==> src/verilog/csm_pkg.sv <==
// Purpose: shared types and constants for the skip, OR and move execution slice
// Assumes: instructions arrive already decoded, one per clock, from fetch logic
// Notes: widths here match the 8-bit core with a 128-byte register file
package csm_pkg;

   // ==========================================================
   // widths and sizes
   localparam int DATA_W = 8;
   localparam int ADDR_W = 7;
   localparam int FILE_DEPTH = 128;

   // ==========================================================
   // values used by the datapath
   localparam logic [DATA_W-1:0] DATA_ZERO = 8'h00;
   localparam logic [DATA_W-1:0] DATA_ONE = 8'h01;
   localparam logic [DATA_W-1:0] W_RESET = 8'h00;
   localparam logic Z_RESET = 1'h0;
   localparam logic DEST_W = 1'h0;   // result goes to the working register
   localparam logic DEST_F = 1'h1;   // result goes back to the data register

   // ==========================================================
   // decoded operation select; all other codes retire as no-operation
   typedef enum logic [2:0] {
      OP_NOP = 3'h0,
      OP_DEC_SKIP = 3'h1,
      OP_INC_SKIP = 3'h2,
      OP_OR_LIT = 3'h3,
      OP_OR_REG = 3'h4,
      OP_LOAD_LIT = 3'h5,
      OP_STORE_W = 3'h6
   } csm_op_t;

   // decoded instruction word
   typedef struct packed {
      csm_op_t op;
      logic dest;
      logic [ADDR_W-1:0] addr;
      logic [DATA_W-1:0] literal;
   } csm_instr_t;

   // register-file write
   typedef struct packed {
      logic en;
      logic [ADDR_W-1:0] addr;
      logic [DATA_W-1:0] data;
   } csm_wr_t;

endpackage

==> src/verilog/csm_file.sv <==
// Purpose: data register file with one combinational read and one clocked write
// Assumes: a single writer; reset clears every entry
// Notes: read shows the old value in the cycle of a write to the same address
`timescale 1ns/1ns
`default_nettype none
module csm_file
   import csm_pkg::*;
#(
   parameter int DEPTH = FILE_DEPTH,
   parameter int WIDTH = DATA_W,
   parameter int AW = ADDR_W
) (
   // clock and reset
   input wire logic clk,
   input wire logic srst,
   // write side
   input wire logic we,
   input wire logic [AW-1:0] waddr,
   input wire logic [WIDTH-1:0] wdata,
   // read side
   input wire logic [AW-1:0] raddr,
   output logic [WIDTH-1:0] rdata
);

   typedef struct packed {
      logic [DEPTH-1:0][WIDTH-1:0] mem;
   } csm_file_st_t;

   csm_file_st_t st;
   csm_file_st_t next_st;

   // ==========================================================
   // storage update
   always_comb begin
      next_st = st;
      if (we) begin
         next_st.mem[waddr] = wdata;
      end
   end

   // reset clears the file so a bench never reads unknowns
   always_ff @(posedge clk) begin
      if (srst) begin
         st <= '0;
      end else begin
         st <= next_st;
      end
   end

   assign rdata = st.mem[raddr];

endmodule // csm_file
`default_nettype wire

==> src/verilog/csm_core.sv <==
// Purpose: execution slice for skip-on-zero, OR and move operations of an 8-bit core
// Assumes: decoded instructions from same-clock fetch logic, at most one per cycle
// Notes: a taken skip discards the next presented instruction, raising SQUASH instead of RETIRE
//
// Notes on behaviour
// - decrement-skip subtracts one from the register, dest bit picks target, flags kept
// - decrement-skip with zero result replaces the next instruction by a no-op
// - increment-skip adds one to the register, dest bit picks target, flags kept
// - increment-skip with zero result replaces the next instruction by a no-op
// - OR-literal ORs working register with literal into working register, sets zero flag
// - OR-register ORs working with register, dest bit picks target, sets zero flag
// - load-literal copies literal into working register, flags kept, spare bits ignored
// - store copies working register into addressed data register, flags kept
`timescale 1ns/1ns
`default_nettype none
module csm_core
   import csm_pkg::*;
(
   // clock and reset
   input wire logic CLK_SYS,
   input wire logic SRST,
   // instruction in
   input wire logic INSTR_VALID,
   input wire csm_instr_t INSTR,
   // architectural state out
   output logic [DATA_W-1:0] W_VALUE,
   output logic ZERO_FLAG,
   output logic SKIP_PENDING,
   // per-instruction status
   output logic RETIRE,
   output logic SQUASH,
   output csm_wr_t FILE_WR
);

   typedef struct packed {
      logic [DATA_W-1:0] w;
      logic z;
      logic skip;
      logic retire;
      logic squash;
      csm_wr_t wr;
   } csm_core_st_t;

   csm_core_st_t st;
   csm_core_st_t next_st;
   logic [DATA_W-1:0] rd_data;
   logic exec;

   // an instruction runs unless a pending skip swallows it
   assign exec = INSTR_VALID && !st.skip;

   // ==========================================================
   // register file
   csm_file #(
      .DEPTH(FILE_DEPTH),
      .WIDTH(DATA_W),
      .AW(ADDR_W)
   ) u_file (
      .clk(CLK_SYS),
      .srst(SRST),
      .we(next_st.wr.en),
      .waddr(next_st.wr.addr),
      .wdata(next_st.wr.data),
      .raddr(INSTR.addr),
      .rdata(rd_data)
   );

   // ==========================================================
   // execute: one instruction per cycle, result lands at the next edge
   always_comb begin
      logic [DATA_W-1:0] res;
      res = DATA_ZERO;
      next_st = st;
      next_st.retire = 1'b0;
      next_st.squash = 1'b0;
      next_st.wr = '0;
      if (INSTR_VALID) begin
         if (st.skip) begin
            // skipped slot: only the pending skip clears, it is flagged on SQUASH and does not retire
            next_st.skip = 1'b0;
            next_st.squash = 1'b1;
         end else begin
            next_st.retire = 1'b1;
            case (INSTR.op)
               OP_DEC_SKIP: begin
                  res = rd_data - DATA_ONE;
                  next_st.skip = (res == DATA_ZERO);
               end
               OP_INC_SKIP: begin
                  res = rd_data + DATA_ONE;
                  next_st.skip = (res == DATA_ZERO);
               end
               OP_OR_LIT: begin
                  res = st.w | INSTR.literal;
                  next_st.z = (res == DATA_ZERO);
               end
               OP_OR_REG: begin
                  res = st.w | rd_data;
                  next_st.z = (res == DATA_ZERO);
               end
               OP_LOAD_LIT: begin
                  res = INSTR.literal;
               end
               OP_STORE_W: begin
                  res = st.w;
               end
               default: begin
                  res = DATA_ZERO;
               end
            endcase
            // route the result; literal ops ignore dest and addr fields
            case (INSTR.op)
               OP_DEC_SKIP, OP_INC_SKIP, OP_OR_REG: begin
                  if (INSTR.dest == DEST_F) begin
                     next_st.wr = '{en: 1'b1, addr: INSTR.addr, data: res};
                  end else begin
                     next_st.w = res;
                  end
               end
               OP_OR_LIT, OP_LOAD_LIT: begin
                  next_st.w = res;
               end
               OP_STORE_W: begin
                  next_st.wr = '{en: 1'b1, addr: INSTR.addr, data: res};
               end
               default: begin
                  next_st.w = st.w;
               end
            endcase
         end
      end
   end

   // state register
   always_ff @(posedge CLK_SYS) begin
      if (SRST) begin
         st <= '{w: W_RESET, z: Z_RESET, skip: 1'b0, retire: 1'b0, squash: 1'b0, wr: '0};
      end else begin
         st <= next_st;
      end
   end

   // outputs straight from flops
   assign W_VALUE = st.w;
   assign ZERO_FLAG = st.z;
   assign SKIP_PENDING = st.skip;
   assign RETIRE = st.retire;
   assign SQUASH = st.squash;
   assign FILE_WR = st.wr;
endmodule // csm_core
`default_nettype wire

==> config.mk <==
export PLATFORM = sky130hd
export DESIGN_NAME = csm_core
export DESIGN_NICKNAME = d
export VERILOG_FILES = /design/src/verilog/csm_pkg.sv /design/src/verilog/csm_file.sv /design/src/verilog/csm_core.sv
export SDC_FILE = /design/constraint.sdc
export NUM_CORES = 2
export LEC_CHECK = 0
export ABC_AREA = 1
export BUFFER_PORTS_ARGS = -buffer_cell sky130_fd_sc_hd__buf_2
export CORE_MARGIN = 2
export CORE_UTILIZATION = 35
export DETAILED_ROUTE_END_ITERATION = 8
export GPL_ROUTABILITY_DRIVEN = 1
export MAX_ROUTING_LAYER = met4
export SYNTH_ARGS = -nofsm -noshare
export SYNTH_HDL_FRONTEND = slang
export SYNTH_SLANG_ARGS = --single-unit
==> constraint.sdc <==
create_clock -name CLK_SYS -period 5.36 [get_ports CLK_SYS]
set_input_delay 0.268 -clock CLK_SYS [delete_from_list [all_inputs] [get_ports CLK_SYS]]
set_output_delay 0.268 -clock CLK_SYS [all_outputs]
set_load 0.01 [all_outputs]
=== Word-level counts from Yosys, hierarchy flattened ===
Index checks and enable logic that the tools add are counted.
Widths: inputs -> output; s select.

* Add/subtract/negate cells: 2
* Order comparisons: 3
* Equality and inequality tests: 7
* Multiplexer cells: 17
* Bitwise gates (word level): 4
* Reductions and logical operators: 12

{| class="wikitable"
|+ Operator list
! cell !! number
|-
| $bwmux 1024 || 1
|-
| $bmux 8 s7 || 1
|-
| $demux 8 s7 || 1
|-
| $mux 16 || 3
|-
| $pmux 8 s6 || 1
|-
| $logic_not 8->1 || 4
|-
| $pmux 16 s2 || 1
|-
| $mux 8 || 3
|-
| $lt 7x8->1 const B || 2
|-
| $or 8x8->8 || 2
|-
| $pmux 8 s2 || 1
|-
| $eq 3x3->1 const B || 3
|-
| $add 8x1->8 const B || 1
|-
| $sub 8x1->8 const B || 1
|-
| $ge 7x1->1 const B || 1
|-
| $eq 3x2->1 const B || 2
|-
| $pmux 1 s2 || 2
|-
| $reduce_and 4->1 || 1
|-
| $reduce_bool 2->1 || 2
|-
| $reduce_or 2->1 || 2
|-
| $eq 3x1->1 const B || 1
|-
| $mux 1 || 3
|-
| $reduce_and 3->1 || 1
|-
| $reduce_or 3->1 || 1
|-
| 3 further kinds || 4
|}

* Bits in registers: 1052
* Output and inout bits: 28

=== Logic depth before layout (Yosys ltp) ===
* Word-level depth: 13
* Mapped depth: 26
* Mapped depth without buffers: 23

=== Cells and area by module ===
Synthesis repeated with hierarchy kept, for this count alone.

* Cell total of the unflattened synthesis: 7345
* Area, all modules: 48930.7 sq um

{| class="wikitable"
|+ By module, submodules not included
! module !! times used !! cells each !! area each (sq um) !! seq. area each (sq um)
|-
| csm_file || 1 || 7017 || 47032.6 || 20499.7
|-
| csm_core || 1 || 328 || 1898.1 || 560.5
|}

=== Worst setup path before layout ===
No wires, ideal clock.

* Kind: input -> register
* Start point: input port INSTR[9] (netlist name)
* End point: register u_file.st[105] (netlist name)
* Library setup time: 133 ps
* Arrival: 2742 ps
* Data required time: 5227 ps
* Slack: 2486 ps
* Stages: 21
* Buffers on the path: 5
* Path through: buf_2 -> clkinv_2 -> buf_4 -> clkbuf_1 -> nand3_1 -> nand3_1 -> nand3_1 -> nand2_1 -> nand2_1 -> nand3_1 -> nand3_1 -> nand2_2 -> ha_1 -> nand2_1 -> o21ai_0 -> a211oi_1 -> o21ai_0 -> nand2_1 -> buf_2 -> buf_1 -> a21oi_1

* Longest elaborated chain between the ends: 9

{| class="wikitable"
|+ Ends and longest elaborated chain
! element !! line !! RTL
|-
| start: declaration || csm_core.sv:24 || <nowiki>input wire csm_instr_t INSTR,</nowiki>
|-
| $bmux 8 s7 / $mux 16 (equally long branches) || csm_file.sv:50, csm_core.sv:114 ||
|-
| $mux 8 (implied by the code) / $pmux 16 s2 (equally long branches) || csm_file.sv:50, csm_core.sv:112 ||
|-
| $add 8x1->8, or another cell as far along || csm_core.sv:90 || <nowiki>res = rd_data + DATA_ONE;</nowiki>
|-
| $pmux 8 s6 / $mux 16 (equally long branches) || csm_core.sv:84, csm_core.sv:77 ||
|-
| $mux 16, or another cell as far along || csm_core.sv:114 || <nowiki>if (INSTR.dest == DEST_F) begin</nowiki>
|-
| $pmux 16 s2 * || csm_core.sv:112 || <nowiki>case (INSTR.op)</nowiki>
|-
| $mux 16 * || csm_core.sv:78 || <nowiki>if (st.skip) begin</nowiki>
|-
| $mux 16 * || csm_core.sv:77 || <nowiki>if (INSTR_VALID) begin</nowiki>
|-
| $bwmux 1024 * || csm_file.sv:37 || <nowiki>next_st.mem[waddr] = wdata;</nowiki>
|-
| end signal: assignment || csm_file.sv:46 || <nowiki>st <= next_st;</nowiki>
|-
| end: declaration || csm_file.sv:29 || <nowiki>csm_file_st_t st;</nowiki>
|}

Every way passes the cells marked *; elsewhere a longest branch is shown, timed or not. The select of a mux whose other input is x is not followed.
A chain may end at the register's enable or synchronous reset.

=== Worst setup path in the final report ===
* Start point: input port INSTR[8] (netlist name)
* End point: register u_file.st[260] (netlist name)

Same word-level chain as after synthesis.

==> out/results.txt <==
Clock Latency Late Sink: 710 ps
Static leakage: 19.1 nW
Final setup fails: 0
Initial Utilization: 35.3%
CTS buffer count: 112
# IOs: 50
Worst-path maximum fanout: 97
Grt total ovfl: 0
Synth Area per Inst: 7.29 um2
Max clock buf depth: 3
Clock skew: 26.2 ps
Largest net degree at the start of global routing: 202
Dpl ws: 746 ps
Final Max Tran Viols: 0
CTS sink cnt: 1052
Maximum VDD drop: 249 uV
Setup WS post-layout: 1350 ps
CTS tree: done
Status: completed
Post-DR wirelength/cell: 19.3 um
Headroom to the max-slew limit: 15.1%
Fraction of layout cells with a size suffix above 1: 8.06%
Layout Nets: 6034
CP Capture Type: register
Setup TNS: 0 ps
Critical Path AT: 4540 ps
CP delay by family, top: simple AND/OR/NAND/NOR gates
Vias per inst: 5.53
Minimum clock period: 4010 ps
HPWL after detailed placement: 87700 um
GRT Overall Usage: 22.6%
Sequential fraction of the synthesis area: 46.1%
Die H: 365 um
Clock Pin Slew Worst Setup and Hold Paths: 60 ps
Max Cap Viol: 0
Tcrit/Tclk final: 74.9%
Number of synthesized flops with an enable pin: 0
Synth cell types: 33
Post-synth ARST share: 0%
Crit-path slowest cell: inv_8
CP most frequent cell: nand3_1
# H-tree levels: 3
Core area: 130000 um2
Vias in the first global route: 39.9k
Die ar.: 134000 um2
Drt first pass iters: 6
Main flop type after synthesis: dfxtp_1
First DRT Iteration DRCs: 5270
Drt drc: 0
First-pass GRT wire length: 235000 um
Number of port buffers: 49
Routed WL: 152000 um
Placer congestion estimate: 0.957
Critical Setup Path Class: in2reg
Synth Warn #: 0
Routed vias: 43.4k
Std-Cell Rows: 132
Die Wd: 365 um
FMAX: 249 MHz
Critical path required time: 5890 ps
RSZ-0062 raised after global routing: false
Final Hold Vio Count: 0
CP bufs+invs: 6
Layout area overhead: 11.2%
Overall power: 17.4 mW
Cell area power density: 341 nW/um2
Initial antenna violation count: 3
Syn Nets: 6297
Antenna Nets Post-Route: 0
Mapped Cells: 6272
Startpoint types: input port
CTS Root Cell: clkbuf_16
CP Cell Sequence: buf_8 > inv_8 > buf_4 > nand2_1 > nand3_1 > nand3_1 > nand3_1 > nand2_1 > nand2_1 > nand3_1 > nand3_1 > nand2_2 > inv_2 > ha_1 > inv_1 > nor2_2 > nand2_1 > nand3_1 > nand3_1 > nand2_4 > buf_4 > a21oi_1
Post-synthesis sequential element count: 1052
Slowest stage delay, CP: 560 ps
Slew of the pin with the lowest slew margin: 1270 ps
HP Class: in2reg
Netlist Area Pre-Place: 45700 um2
Post-CTS Setup Inserts: 0
[synth_stat cells (2+ instances only)]
cell,instances,area [um2]
o21ai_1,4,20.0
dfxtp_1,1052,21100
or2_2,6,37.5
nor2_2,7,43.8
buf_1,27,101
nor3_1,5,25.0
nor2_1,310,1160
buf_6,36,405
nand4_1,4,25.0
o21ai_0,1101,5510
buf_2,298,1490
a21oi_2,71,622
nand2_2,8,50.1
clkinv_1,4,15.0
buf_4,43,323
nand2_1,1171,4400
nand3_2,2,20.0
a21oi_1,939,4700
o211ai_1,3,22.5
ha_1,3,37.5
nand2_4,2,22.5
inv_2,6,22.5
inv_1,65,244
o22ai_1,34,213
nand3_1,881,4410
clkbuf_1,183,687
[flip-flops by register name, indices dropped and copies added (netlist names)]
signal,cells
FILE_WR,16
u_file.st,1024
SQUASH,1
W_VALUE,8
ZERO_FLAG,1
SKIP_PENDING,1
RETIRE,1
[stage by stage]
step                cell area [um2]  hold slack, ps  std cells  util (%)
floorplan                     45700             419       6272         -
global placement              46900             461       7632      36.2
global route                  50800            76.6       7849      39.2
detailed placement            46900             471       7632      36.2
CTS                           50800            37.2       7847      39.2
finish                        50800            81.4       7849      39.2
[repair_timing]
item                                   in CTS  in global routing
resized for setup                           0                  0
hold buffers                                5                  0
endpoints found under the hold margin       3                  0
[cell families after synthesis]
| family | after synthesis | share of synthesized area (%) |
|---|---|---|
| AND/OR/NAND/NOR | 2398 | 22.3 |
| AO/OA/AOI/OAI | 2155 | 24.3 |
| buffers and inverters | 663 | 7.21 |
| adder cells (fa/ha/maj) | 3 | 0.0821 |
| flip-flops | 1052 | 46.1 |
| XOR/XNOR | 1 | 0.0192 |
[metal layers]
metal	part of all wire [%]	global-route usage, %	wire length, um
met3	7.0	2.97	10700
met4	3.2	7.60	4900
met5	0	-	0
met2	45	34.7	68300
met1	45	30.7	67900
[cells in the final DEF (no fill, tap or decap), types with 7 or more instances in the layout]
cell          n
a21oi_2      71
buf_2        46
o22ai_1      34
nand2_1    1163
clkinv_2     19
o21ai_0    1101
nor2_1      310
dfxtp_1    1052
nand3_1     881
clkbuf_16   118
inv_1        64
bufinv_16    13
buf_12       36
clkbuf_1     36
a21oi_1     939
nor2_2        7
nand2_2       9
clkbuf_8     18
buf_4       121
[final timing paths]
kind | start | to | slack (ps) | cells past startpoint
max reg2reg | u_file.st[368] | u_file.st[260] | 1840 | 19
min | SRST | FILE_WR[2] | 80 | 2
min reg2reg | SKIP_PENDING | SQUASH | 480 | 2
max | INSTR[8] | u_file.st[260] | 1350 | 22
[report_power, final]
group | switching (mW) | total [mW] | internal, mW
Combinational | 0.980 | 1.29 | 0.314
Sequential | 0.0197 | 7.87 | 7.85
Clock | 3.29 | 8.19 | 4.90
[area by class of cell]
cell class                 count  area, um2
antenna                        2       5.00
clock inverter                38        542
clock buffer                 172       3340
timing repair buffer         210       1940
inverter                      76        310
tap                         1742       2180
sequential                  1052      21100
fill                       13300      78800
multi-input combinational   4557      21400
Note: power is estimated with default switching activity, not from simulation.
